$ cat src/hdl/cssw_pkg.sv
// Constants, types and register map of the clock source switch.
// Assumes a 125 MHz mclk; oscillator activity arrives as mclk-wide ticks.
package cssw_pkg;
  // ==========================================================
  // Register map (byte addresses, one word each)
  localparam logic [7:0] OFS_OSC = 8'h00;
  localparam logic [7:0] OFS_TUNE = 8'h04;
  localparam logic [7:0] OFS_TCTL = 8'h08;
  localparam logic [7:0] OFS_STAT = 8'h0c;
  // ==========================================================
  // Field positions
  localparam int IDLE_BIT = 7;
  localparam int IFS_LSB = 4;
  localparam int PSD_BIT = 3;
  localparam int FIS_BIT = 2;
  localparam int LFSS_BIT = 7;
  localparam int MULT_BIT = 6;
  localparam int SCA_BIT = 6;
  localparam int SOE_BIT = 3;
  // ==========================================================
  // Reset values and encodings
  localparam logic [1:0] CSS_RST = 2'h0;
  localparam logic [2:0] IFS_RST = 3'h4;
  localparam logic [1:0] CSS_PRI = 2'h0;
  localparam logic [1:0] CSS_SEC = 2'h1;
  localparam logic [2:0] IFS_31K = 3'h0;
  localparam logic [3:0] PRI_INT_A = 4'h9;
  localparam logic [3:0] PRI_INT_B = 4'h8;
  // ==========================================================
  // Timing counts, in ticks of the oscillator concerned
  localparam logic [1:0] OLD_TICKS = 2'h2;
  localparam logic [1:0] NEW_TICKS = 2'h3;
  localparam int OST_TICKS = 1024;
  // ==========================================================
  // Types
  typedef enum logic [1:0]
  {
    CSSW_SW_RUN = 2'b00,
    CSSW_SW_OLD = 2'b01,
    CSSW_SW_NEW = 2'b10
  } cssw_sw_e;
  typedef enum logic [1:0]
  {
    CSSW_PM_RUN = 2'b00,
    CSSW_PM_IDLE = 2'b01,
    CSSW_PM_SLEEP = 2'b10
  } cssw_pm_e;
  typedef struct packed
  {
    logic pri;
    logic sec;
    logic fast_int;
    logic slow_rc;
  } cssw_ticks_s;
endpackage : cssw_pkg

$ cat src/hdl/cssw_switch.sv
// Clock source switch: selection, postscaler, glitch-free switching,
// status flags and halt behaviour, with an APB register slave.
// Assumes oscillator ticks are one-cycle pulses synchronous to mclk.
//
// How it works
// RQ1 - Select field: 1x internal, 01 secondary, 00 primary
// RQ2 - Any reset clears the source select field
// RQ3 - New source taken once transition pause ends
// RQ4 - Frequency field picks 8 MHz down to 31 kHz
// RQ5 - Reset returns frequency field to 1 MHz
// RQ6 - Frequency change acts at once on internal clock
// RQ7 - At 000, low-frequency bit picks divider or RC
// RQ8 - Slow RC always clocks watchdog and monitor
// RQ9 - Primary start-up flag shows start-up timer expired
// RQ10 - Fast internal flag shows 8 MHz source stable
// RQ11 - At most one of three source flags set
// RQ12 - Idle-on-halt bit picks idle or sleep
// RQ13 - Secondary select ignored unless secondary enabled
// RQ14 - Software starts secondary oscillator before selecting it
// RQ15 - Switch pauses two old plus three new ticks
// RQ16 - Start-up flag reset value follows switchover setting
// RQ17 - Primary configuration picks primary oscillator mode
// RQ18 - Secondary active flag shows secondary clocking device
// RQ19 - Multiplier only for internal primary at 111/110
// RQ20 - No device clock pulses during the pause
`timescale 1ns/10ps
module cssw_switch
#(
  parameter int OST_LEN = cssw_pkg::OST_TICKS
)
(
  input wire logic mclk,
  input wire logic rst_n,
  input wire logic psel,
  input wire logic penable,
  input wire logic pwrite,
  input wire logic [7:0] paddr,
  input wire logic [31:0] pwdata,
  output logic [31:0] prdata,
  output logic pready,
  output logic pslverr,
  input wire cssw_pkg::cssw_ticks_s osc_tick,
  input wire logic fast_int_stable,
  input wire logic [3:0] primary_osc_config,
  input wire logic internal_external_switchover,
  input wire logic halt_req,
  input wire logic wake_req,
  output logic dev_clk_tick,
  output logic wdt_clk_tick,
  output logic multiplier_active,
  output logic [3:0] primary_mode,
  output logic cpu_clk_on,
  output logic periph_clk_on
);
  // ==========================================================
  // Decoding used more than once
  function automatic logic src_tick(input logic [1:0] sel,
    input cssw_pkg::cssw_ticks_s t, input logic blk);
    if (sel[1])
      return blk;
    else if (sel == cssw_pkg::CSS_SEC)
      return t.sec;
    else
      return t.pri;
  endfunction : src_tick

  function automatic logic [7:0] div_mask(input logic [2:0] ifs);
    logic [7:0] m;
    m = 8'hff;
    if (ifs != cssw_pkg::IFS_31K)
      m = 8'(8'hff >> (4'h1 + {1'b0, ifs})); // 111 gives 0: every tick
    return m;
  endfunction : div_mask

  // ==========================================================
  // Registers
  logic idle_on_halt_reg;
  logic [2:0] internal_freq_select_reg;
  logic [1:0] clock_source_select_reg;
  logic low_freq_source_select_reg;
  logic multiplier_enable_reg;
  logic secondary_osc_enable_reg;
  logic ost_done_reg;
  logic init_reg;
  logic [10:0] ost_cnt_reg;
  logic [7:0] post_cnt_reg;
  logic [1:0] active_src_reg;
  logic [1:0] target_src_reg;
  logic [1:0] tick_cnt_reg;
  cssw_pkg::cssw_sw_e sw_reg;
  cssw_pkg::cssw_pm_e pm_reg;
  logic [31:0] prdata_reg;
  logic err_reg;

  logic wr_en;
  logic mult_ok;
  logic blk_tick;
  logic old_tick;
  logic new_tick;
  logic primary_startup_done;
  logic fast_internal_stable;
  logic secondary_clock_active;
  logic [31:0] rd_word;
  logic rd_hit;

  assign wr_en = psel & penable & pwrite;
  assign pready = 1'b1;
  assign pslverr = psel & penable & err_reg;
  assign prdata = prdata_reg;

  // Multiplier only in internal primary modes at the two top rates
  assign mult_ok = (primary_osc_config == cssw_pkg::PRI_INT_A ||
    primary_osc_config == cssw_pkg::PRI_INT_B) &&
    internal_freq_select_reg[2:1] == 2'b11; // RQ19

  // ==========================================================
  // Oscillator control word
  always_ff @(posedge mclk or negedge rst_n)
  begin
    if (!rst_n)
    begin
      idle_on_halt_reg <= 1'b0;
      internal_freq_select_reg <= cssw_pkg::IFS_RST; // RQ5
      clock_source_select_reg <= cssw_pkg::CSS_RST; // RQ2
    end
    else if (wr_en && paddr == cssw_pkg::OFS_OSC)
    begin
      idle_on_halt_reg <= pwdata[cssw_pkg::IDLE_BIT];
      internal_freq_select_reg <= pwdata[cssw_pkg::IFS_LSB +: 3];
      // Secondary request dropped while its oscillator is off
      if (pwdata[1:0] != cssw_pkg::CSS_SEC || secondary_osc_enable_reg)
        clock_source_select_reg <= pwdata[1:0]; // RQ13
    end
  end

  // Tuning and timer control bits
  always_ff @(posedge mclk or negedge rst_n)
  begin
    if (!rst_n)
    begin
      low_freq_source_select_reg <= 1'b0;
      multiplier_enable_reg <= 1'b0;
      secondary_osc_enable_reg <= 1'b0;
    end
    else if (wr_en)
    begin
      if (paddr == cssw_pkg::OFS_TUNE)
      begin
        low_freq_source_select_reg <= pwdata[cssw_pkg::LFSS_BIT];
        multiplier_enable_reg <= pwdata[cssw_pkg::MULT_BIT];
      end
      if (paddr == cssw_pkg::OFS_TCTL)
        secondary_osc_enable_reg <= pwdata[cssw_pkg::SOE_BIT];
    end
  end

  // ==========================================================
  // Start-up timer; its first value is caught one edge after release
  always_ff @(posedge mclk or negedge rst_n)
  begin
    if (!rst_n)
    begin
      init_reg <= 1'b1;
      ost_done_reg <= 1'b0;
      ost_cnt_reg <= 11'h000;
    end
    else
    begin
      init_reg <= 1'b0;
      if (init_reg)
        ost_done_reg <= !internal_external_switchover; // RQ16
      else if (osc_tick.pri && !ost_done_reg)
      begin
        if (ost_cnt_reg == 11'(OST_LEN - 1))
          ost_done_reg <= 1'b1; // RQ9
        else
          ost_cnt_reg <= ost_cnt_reg + 11'h001;
      end
    end
  end

  // ==========================================================
  // Postscaler: mask reads the live field, so a new rate acts at once
  always_ff @(posedge mclk or negedge rst_n)
  begin
    if (!rst_n)
      post_cnt_reg <= 8'h00;
    else if (osc_tick.fast_int)
      post_cnt_reg <= post_cnt_reg + 8'h01;
  end

  always_comb
  begin
    blk_tick = osc_tick.fast_int &&
      (post_cnt_reg & div_mask(internal_freq_select_reg)) ==
      div_mask(internal_freq_select_reg); // RQ4 RQ6
    if (internal_freq_select_reg == cssw_pkg::IFS_31K &&
      !low_freq_source_select_reg)
      blk_tick = osc_tick.slow_rc; // RQ7
  end

  assign old_tick = src_tick(active_src_reg, osc_tick, blk_tick);
  assign new_tick = src_tick(target_src_reg, osc_tick, blk_tick);

  // ==========================================================
  // Switch sequencer: two old ticks, then three new ticks, then run
  always_ff @(posedge mclk or negedge rst_n)
  begin
    if (!rst_n)
    begin
      sw_reg <= cssw_pkg::CSSW_SW_RUN;
      active_src_reg <= cssw_pkg::CSS_RST;
      target_src_reg <= cssw_pkg::CSS_RST;
      tick_cnt_reg <= 2'h0;
    end
    else
    begin
      case (sw_reg)
        cssw_pkg::CSSW_SW_RUN:
          if (clock_source_select_reg != active_src_reg)
          begin
            target_src_reg <= clock_source_select_reg;
            tick_cnt_reg <= 2'h0;
            sw_reg <= cssw_pkg::CSSW_SW_OLD; // RQ15
          end
        cssw_pkg::CSSW_SW_OLD:
          if (old_tick)
          begin
            if (tick_cnt_reg == cssw_pkg::OLD_TICKS - 2'h1)
            begin
              tick_cnt_reg <= 2'h0;
              sw_reg <= cssw_pkg::CSSW_SW_NEW;
            end
            else
              tick_cnt_reg <= tick_cnt_reg + 2'h1;
          end
        cssw_pkg::CSSW_SW_NEW:
          if (new_tick)
          begin
            if (tick_cnt_reg == cssw_pkg::NEW_TICKS - 2'h1)
            begin
              active_src_reg <= target_src_reg; // RQ1 RQ3
              sw_reg <= cssw_pkg::CSSW_SW_RUN;
            end
            else
              tick_cnt_reg <= tick_cnt_reg + 2'h1;
          end
        default:
          sw_reg <= cssw_pkg::CSSW_SW_RUN;
      endcase
    end
  end

  // ==========================================================
  // Halt picks idle or sleep; a wake request returns to run
  always_ff @(posedge mclk or negedge rst_n)
  begin
    if (!rst_n)
      pm_reg <= cssw_pkg::CSSW_PM_RUN;
    else if (wake_req)
      pm_reg <= cssw_pkg::CSSW_PM_RUN;
    else if (halt_req && pm_reg == cssw_pkg::CSSW_PM_RUN)
      pm_reg <= idle_on_halt_reg ? cssw_pkg::CSSW_PM_IDLE :
        cssw_pkg::CSSW_PM_SLEEP; // RQ12
  end

  // ==========================================================
  // Clock outputs are registered ticks; the device tick is held low through any pause
  always_ff @(posedge mclk or negedge rst_n)
  begin
    if (!rst_n)
    begin
      dev_clk_tick <= 1'b0;
      wdt_clk_tick <= 1'b0;
      multiplier_active <= 1'b0;
      primary_mode <= 4'h0;
    end
    else
    begin
      dev_clk_tick <= sw_reg == cssw_pkg::CSSW_SW_RUN && old_tick &&
        pm_reg != cssw_pkg::CSSW_PM_SLEEP; // RQ20
      wdt_clk_tick <= osc_tick.slow_rc; // RQ8
      multiplier_active <= mult_ok && multiplier_enable_reg &&
        active_src_reg[1] == 1'b0; // RQ19
      primary_mode <= (active_src_reg == cssw_pkg::CSS_PRI) ?
        primary_osc_config : 4'h0; // RQ17
    end
  end

  assign cpu_clk_on = pm_reg == cssw_pkg::CSSW_PM_RUN;
  assign periph_clk_on = pm_reg != cssw_pkg::CSSW_PM_SLEEP;

  // ==========================================================
  // Status flags are decoded from one source, so only one can be set
  assign primary_startup_done = ost_done_reg &&
    active_src_reg == cssw_pkg::CSS_PRI; // RQ9 RQ11
  assign fast_internal_stable = fast_int_stable && active_src_reg[1] &&
    !(internal_freq_select_reg == cssw_pkg::IFS_31K &&
    !low_freq_source_select_reg); // RQ10 RQ11
  assign secondary_clock_active =
    active_src_reg == cssw_pkg::CSS_SEC; // RQ18

  // Read mux; sampled in the setup cycle, shown in the access cycle
  always_comb
  begin
    rd_word = 32'h0000_0000;
    rd_hit = 1'b1;
    case (paddr)
      cssw_pkg::OFS_OSC:
        rd_word[7:0] = {idle_on_halt_reg, internal_freq_select_reg,
          primary_startup_done, fast_internal_stable,
          clock_source_select_reg};
      cssw_pkg::OFS_TUNE:
      begin
        rd_word[cssw_pkg::LFSS_BIT] = low_freq_source_select_reg;
        rd_word[cssw_pkg::MULT_BIT] = multiplier_enable_reg & mult_ok;
      end
      cssw_pkg::OFS_TCTL:
      begin
        rd_word[cssw_pkg::SCA_BIT] = secondary_clock_active; // RQ18
        rd_word[cssw_pkg::SOE_BIT] = secondary_osc_enable_reg;
      end
      cssw_pkg::OFS_STAT:
        rd_word[5:0] = {sw_reg, active_src_reg, pm_reg};
      default:
        rd_hit = 1'b0;
    endcase
  end

  always_ff @(posedge mclk or negedge rst_n)
  begin
    if (!rst_n)
    begin
      prdata_reg <= 32'h0000_0000;
      err_reg <= 1'b0;
    end
    else if (psel && !penable)
    begin
      prdata_reg <= rd_word;
      err_reg <= !rd_hit;
    end
  end
endmodule : cssw_switch

$ cat config.mk
export PLATFORM = sky130hd
export DESIGN_NAME = cssw_switch
export DESIGN_NICKNAME = d
export VERILOG_FILES = /design/src/hdl/cssw_pkg.sv /design/src/hdl/cssw_switch.sv
export SDC_FILE = /design/constraint.sdc
export NUM_CORES = 1
export LEC_CHECK = 0
export ABC_CLOCK_PERIOD_IN_PS = 5730
export BUFFER_PORTS_ARGS = -buffer_cell sky130_fd_sc_hd__buf_2
export CORE_AREA = 2 2 59 103
export DETAILED_ROUTE_END_ITERATION = 8
export DIE_AREA = 0 0 61 105
export PLACE_DENSITY_LB_ADDON = 0.1
export SETUP_SLACK_MARGIN = 0.3
export SYNTH_ARGS = -nofsm -noshare
export SYNTH_HDL_FRONTEND = slang
export SYNTH_SLANG_ARGS = --single-unit
export TNS_END_PERCENT = 5
$ cat constraint.sdc
create_clock -name mclk -period 5.73 [get_ports mclk]
set_clock_uncertainty 0.05 [all_clocks]
set_input_delay 0.2865 -clock mclk [delete_from_list [all_inputs] [get_ports mclk]]
set_output_delay 0.2865 -clock mclk [all_outputs]
set_load 0.02 [all_outputs]
==> results of run 1 <==
[cells by family (layout without fill, tap and decap cells)]
| logic type | Yosys count | in the layout | share of synthesized area, % |
|---|---|---|---|
| AO/OA/AOI/OAI | 46 | 46 | 10.3 |
| XOR/XNOR | 18 | 18 | 5.23 |
| adder cells (fa/ha/maj) | 9 | 9 | 3.74 |
| buffers and inverters | 45 | 68 | 8.93 |
| flip-flops | 56 | 56 | 46.6 |
| multiplexers | 19 | 19 | 6.86 |
| other | 2 | 26 | 0.249 |
| AND/OR/NAND/NOR | 101 | 101 | 18.0 |
[cell usage in the layout, fill, tap and decap left out, drive strengths merged, types with 8 or more instances in the layout]
cell type and count:
buf 50, conb 26, dfrtp 54, ha 9, inv 11, mux2 13
nand2 24, nand3 11, nand4 8, nor2 27, o21ai 14, xnor2 11
[layer usage]
layer	up-vias	track usage, %
li1	1064	-
met1	1033	23.0
met2	50	34.6
met3	14	4.08
met4	0	9.94
met5	-	0
[synth_stat cells (3+ instances only)]
master / instances
dfrtp_1: 54
nor2_1: 27
buf_4: 26
nand2_1: 24
mux2_2: 11
nand3_1: 11
o21ai_0: 11
xnor2_1: 11
inv_1: 10
ha_1: 9
nand4_1: 8
a21oi_1: 7
a22oi_1: 7
xor2_1: 7
clkbuf_1: 6
mux2i_1: 6
and3_1: 5
and2_1: 4
nand2b_1: 4
nor2b_1: 4
nor3_1: 3
o21ai_1: 3
o22ai_1: 3
[stage by stage]
step                setup WS, ns  instance area, um2  utilization, %  power (mW)
CTS                         3.40                3310            59.8        1.08
global placement            3.43                3220            58.1       0.837
global route                3.30                3310            59.8        1.14
finish                      3.41                3310            59.8        1.07
detailed placement          3.42                3220            58.1       0.846
floorplan                   3.57                3100               -       0.775
[final cells by class]
| class | instances | area, um2 | share of cell area (%) |
|---|---|---|---|
| sequential | 56 | 1400 | 42.4 |
| tap | 76 | 95.1 | 2.87 |
| multi-input combinational | 219 | 1430 | 43.1 |
| timing repair buffer | 50 | 253 | 7.63 |
| clock buffer | 6 | 82.6 | 2.49 |
| inverter | 10 | 37.5 | 1.13 |
| clock inverter | 2 | 13.8 | 0.415 |
[final timing paths]
check	startpoint	end	slack (ns)	cells after the start
max	internal_freq_select_reg[2]$_DFFE_PN1P_	tick_cnt_reg[0]$_DFFE_PN0P_	3.41	6
min	rst_n	active_src_reg[1]$_DFFE_PN0P_	0.03	2
max reg2reg	internal_freq_select_reg[2]$_DFFE_PN1P_	tick_cnt_reg[0]$_DFFE_PN0P_	3.41	6
min reg2reg	post_cnt_reg[7]$_DFFE_PN0P_	post_cnt_reg[7]$_DFFE_PN0P_	0.43	1
max in group asynchronous	rst_n	tick_cnt_reg[1]$_DFFE_PN0P_	5.14	2
min in group mclk	osc_tick[0]	wdt_clk_tick$_DFF_PN0_	0.06	1
[power groups by stage]
stage / Clock, mW / Combinational (mW) / Sequential [mW]
final: 0.232 / 0.298 / 0.538
after global routing: 0.257 / 0.336 / 0.551
after CTS: 0.242 / 0.302 / 0.538
after detailed placement: 0 / 0.300 / 0.546
after global placement: 0 / 0.294 / 0.543
after floorplan: 0 / 0.245 / 0.530
[worst register-to-register path: stages (launching register included)]
cell,delay [ns]
dfstp_2,0.65
a21oi_1,0.07
o211a_1,0.26
nor4b_4,0.32
o211ai_2,0.17
nor4b_4,0.34
mux2_1,0.35
==> impl_results.md, run 1 <==
* Vias at 2,161
* Max Fclk at 431 MHz
* Routed vias/inst at 5.16
* Final setup viols at 0
* Leak at 1.61 nW
* P_int at 0.697 mW
* Routed WL at 5780 um
* DP HPWL at 4500 um
* Final ANT Viol Nets at 0
* Initial Util at 54.4%
* Filler cells at 513
* Total GRT Usage at 20.3%
* CP arrival at ~2.5 ns
* Outcome: completed
* Crit-path slowest cell: dfstp_2
* Slew Limit Fails at 0
* Share of cells above drive strength 1 at 22.7%
* Required time of the critical path at 5.89 ns
* Flops & latches, synth at 56
* Slew @ Worst Pin at 0.695 ns
* Largest net degree at the start of global routing at 57
* Rows at 36
* Core Region at 0.00554 mm2
* Non-Filler Instances at 419
* Highest routing layer actually used: met4
* Cell Area, Synth at 0.00301 mm2
* Ant diodes at 0
* Slew headroom at 53.7%
* CP Launch Type: flop
* Clock root cell: clkbuf_8
* CP Buf/Inv Count at 0
* CTS Buf Count at 5
* Net Sw Power at 0.372 mW
* Min-delay worst type: in -> async
* First-pass GRT wire length at 9810 um
* Area contributors post-synth: dfrtp_1 45%, buf_4 6.5%, mux2_2 4.1%
* CP max stage delay at 0.65 ns
* # resized after CTS at 0
* 1st-iter DRT viols at between 60 and 70
* Antenna violations before repair at 0
* Clock transition at the registers of the reported paths at 0.10 ns
* Clock latency at the later pin of the worst-skew pair at 0.32 ns
* Drc violations at 0
* CTS Sinks at 56
* # Max-Cap Violations at 0
* DIE AREA at 0.00641 mm2
* Switching Share at between 30% and 40%
* CP dominant cell by count: nor4b_4
* Cell variety after synth at 49
* Synth warn at 0
* Crit path max-delay family: simple AND/OR/NAND/NOR gates
* Post-CTS Hold Buffers at 0
* Worst-path cell chain: a21oi_1 -> o211a_1 -> nor4b_4 -> o211ai_2 -> nor4b_4 -> mux2_1
* Sequential area share after synthesis at 46.6%
* GRT Residual Overflow at 0
* Worst VDD drop at 0.193 mV
* RSZ-0062 raised after global routing: false
* Clock Power Share at a little over a fifth
* Kind of critical path: reg -> reg
* PwrDens at ~320 mW/mm2
* Number of flip-flops in the largest register at 11
* Cell count after placement at 411
* Final Cycle Share at roughly 40%
* Mean Syn Cell Area at 10.2 um2
* H-tree levels at 2
* Maximum fanout along the worst path at 9
* Max Root-Sink Buffers at 2
* Reg power frac at 50.4%
* Die width at 61 um
* Setup Fix Bufs, Post-CTS at 0
* Post-synth EDFFs at 0
* Port Buffers at between 40 and 50
* Gate Count Post-Synth at 296
* Die Ht at roughly 110 um
* Final net count at 408
* Synth top area share at 44.9%
* WHS at 0.0268 ns
* Synth Flop Type: dfrtp_1
* Minimum clock period at 2.32 ns
* Worst Setup End Kind: flop
* WL met2 at 3120 um
* Final setup TNS at 0 ns
* Area leader, netlist: dfrtp_1
* Ports at 100
* Fin. Hold Viols at 0
* Average wire per standard cell at between 10 and 15 um
* Metal-1 WL at 2260 um
* Area delta synth->final at 10.1%
* Gpl congestion at 0.816
* CTS tree: done
* Async SR Flop Fraction at 100%
* Pre-Repair DR Iteration Count at 5
* Comb power frac at 27.9%
* Vias in the first global route at 2,111
* DR WL met3 at 212 um
No activity file was read; power rests on OpenSTA's default activity.
==> inputs of run 2 (changes only) <==
ABC_CLOCK_PERIOD_IN_PS = 1950   (was 5730)
CORE_AREA = 2 2 65 113   (was 2 2 59 103)
DIE_AREA = 0 0 67 115   (was 0 0 61 105)
clock period = 1.95 ns   (was 5.73 ns; I/O delays follow)
==> run 2 against run 1 <==
The flow now finishes with violations (negative setup slack). Sequential share of layout area down 5.7 points. Via count up 7.6%. Hold slack worse by 0.021 ns.
==> impl_results.md, run 2 (synthesis gave the netlist of run 1 again) <==
* Kind of critical path: reg -> reg
* Failing checks: negative setup slack
* R2r setup slk at -0.12 ns (-3.53 ns)
* Post-place setup slack at -0.181 ns (-3.60 ns)
* Die Ht at 115 um (+9.5%)
* Minimum clock period at 2.07 ns (-0.247 ns)
* Drc violations at 0 (unchanged)
* Leak at 1.85 nW (+15%)
* Port Buffers at 49 (unchanged)
* Antenna violations before repair at 0 (unchanged)
* Share of cells above drive strength 1 at 30.3% (+7.5 points)
* Clock root cell: clkbuf_16
* Core Region at 0.00681 mm2 (+23%)
* Setup Fix Bufs, Post-CTS at 0 (unchanged)
* Worst VDD drop at 0.644 mV (+230%)
* Initial Util at 44.2% (-10 points)
* CTS Sinks at 56 (unchanged)
* Min-delay worst type: in -> reg
* FF-to-FF End: tick_cnt_reg[0]$_DFFE_PN0P_
* Area delta synth->final at 27.3%
* First-pass GRT wire length at 10,700 um (+9.1%)
* Clock transition at the registers of the reported paths at 0.07 ns (-0.03 ns)
* Number of flip-flops in the largest register at 11 (unchanged)
* GRT Residual Overflow at 0 (unchanged)
* Final Cycle Share at 106% (+66 points)
* Non-Filler Instances at 467 (+11%)
* Total GRT Usage at 18.4% (-1.9 points)
* Vias at 2,326 (+7.6%)
* Hold_sp: pwdata[7]
* Max Root-Sink Buffers at 2 (unchanged)
* Final design utilization at 56.3% (-3.5 points)
* Routed vias/inst at 4.98 (-3.4%)
* Most common cell after layout, fill and taps aside: dfrtp_1
* CTS tree: done
* Worst setup margin at -0.121 ns (-3.53 ns)
* H-tree levels at 2 (unchanged)
* DIE AREA at 0.00771 mm2 (+20%)
* Fin. Hold Viols at 0 (unchanged)
* RSZ-0062 raised after global routing: true
* Die width at 67 um (+9.8%)
* Average wire per standard cell at 14.1 um (+2.2%)
* Worst Setup End Kind: flop
* Final net count at 448 (+9.8%)
* # Max-Cap Violations at 0 (unchanged)
* Worst R2R Path Depth at 6 (unchanged)
* Hold EP: low_freq_source_select_reg$_DFFE_PN0P_
* Routed WL at 6590 um (+14%)
* Final setup viols at 5 (+5)
* Required time of the critical path at 2.07 ns (-3.82 ns)
* CP Launch Type: flop
* Ant diodes at 0 (unchanged)
* DP HPWL at 5190 um (+15%)
* Slew Limit Fails at 0 (unchanged)
* Max Fclk at 483 MHz (+12%)
* Final ANT Viol Nets at 0 (unchanged)
* Ports at 100 (unchanged)
* Vias in the first global route at 2,251 (+6.6%)
* Clock latency at the later pin of the worst-skew pair at 0.29 ns (-0.03 ns)
* CTS Buf Count at 5 (unchanged)
* Gpl congestion at 0.796 (-2.4%)
* PwrDens at 995 mW/mm2 (+210%)
* Outcome: finished with violations
* Slew @ Worst Pin at 0.535 ns (-0.160 ns)
* Pre-Repair DR Iteration Count at 4 (-1)
* Hold Crit Depth at 2
* CP arrival at 2.19 ns (-0.29 ns)
* Reg2Reg Launch Point: internal_freq_select_reg[2]$_DFFE_PN1P_
* Tot Pwr at 3.81 mW (+260%)
* Final setup TNS at -0.312 ns (-0.312 ns)
* Largest net degree at the start of global routing at 24 (-58%)
* 1st-iter DRT viols at 103 (+66%)
* Highest-count cells in the layout ignoring fill and taps: 53 x dfrtp_1, 49 x buf_2, 26 x conb_1, 26 x buf_4, 25 x nor2_1
* Cell count after placement at 446 (+8.5%)
* Maximum fanout along the worst path at 5 (-4)
* Rows at 40 (+11%)
* Slew headroom at 64.0% (+10 points)
run 2: final cells by class:
class	instances	area (um2)
fillers	640	2970
multi-input cells	219	1510
flip-flops and latches	56	1410
repair buffers	90	602
clock buffers	6	139
well taps	84	105
clock inverters	2	38.8
inverters	10	37.5
run 2: report_power, final:
group          leakage (nW)  internal (mW)  switching, mW
clock                0.0871          0.644          0.411
sequential            0.729           1.35          0.198
combinational          1.04          0.617          0.593
run 2: metal layers:
layer / track usage, % / routed length [um] / vias up
li1: - / - / 1145
met1: 20.5 / 2410 / 1122
met2: 34.7 / 3840 / 51
met3: 2.64 / 235 / 8
met4: 6.12 / 99 / 0
met5: 0 / 0 / -
run 2: how the worst max path moves through the flow:
stage | startpoint | to | slack, ns
final | internal_freq_select_reg[2]$_DFFE_PN1P_ | tick_cnt_reg[0]$_DFFE_PN0P_ | -0.12
after global routing | internal_freq_select_reg[2]$_DFFE_PN1P_ | tick_cnt_reg[0]$_DFFE_PN0P_ | -0.22
after CTS | internal_freq_select_reg[2]$_DFFE_PN1P_ | tick_cnt_reg[0]$_DFFE_PN0P_ | -0.14
after detailed placement | internal_freq_select_reg[2]$_DFFE_PN1P_ | tick_cnt_reg[0]$_DFFE_PN0P_ | -0.18
after global placement | low_freq_source_select_reg$_DFFE_PN0P_ | tick_cnt_reg[0]$_DFFE_PN0P_ | -0.17
after floorplan | internal_freq_select_reg[2]$_DFFE_PN1P_ | tick_cnt_reg[0]$_DFFE_PN0P_ | -0.21
run 2: what timing repair did:
item	in CTS	in global routing
setup endpoints to repair	13	14
pin swaps	14	13
endpoints found under the hold margin	30	0
hold buffers	13	0
gates resized for setup	10	8
run 2: critical path: stages, from the launching register on:
cell and delay [ns]:
dfstp_2 0.58, a21oi_2 0.04, o211a_1 0.24, nor4b_4 0.29, o211ai_2 0.15, nor4b_4 0.26
mux2_1 0.34
run 2: metrics by stage:
stage / hold slack [ns] / instance area [um2]
global route: 0.0171 / 3830
CTS: 0.000108 / 3810
detailed placement: 0.0313 / 3440
floorplan: -0.248 / 3100
global placement: 0.0366 / 3440
finish: 0.00581 / 3830
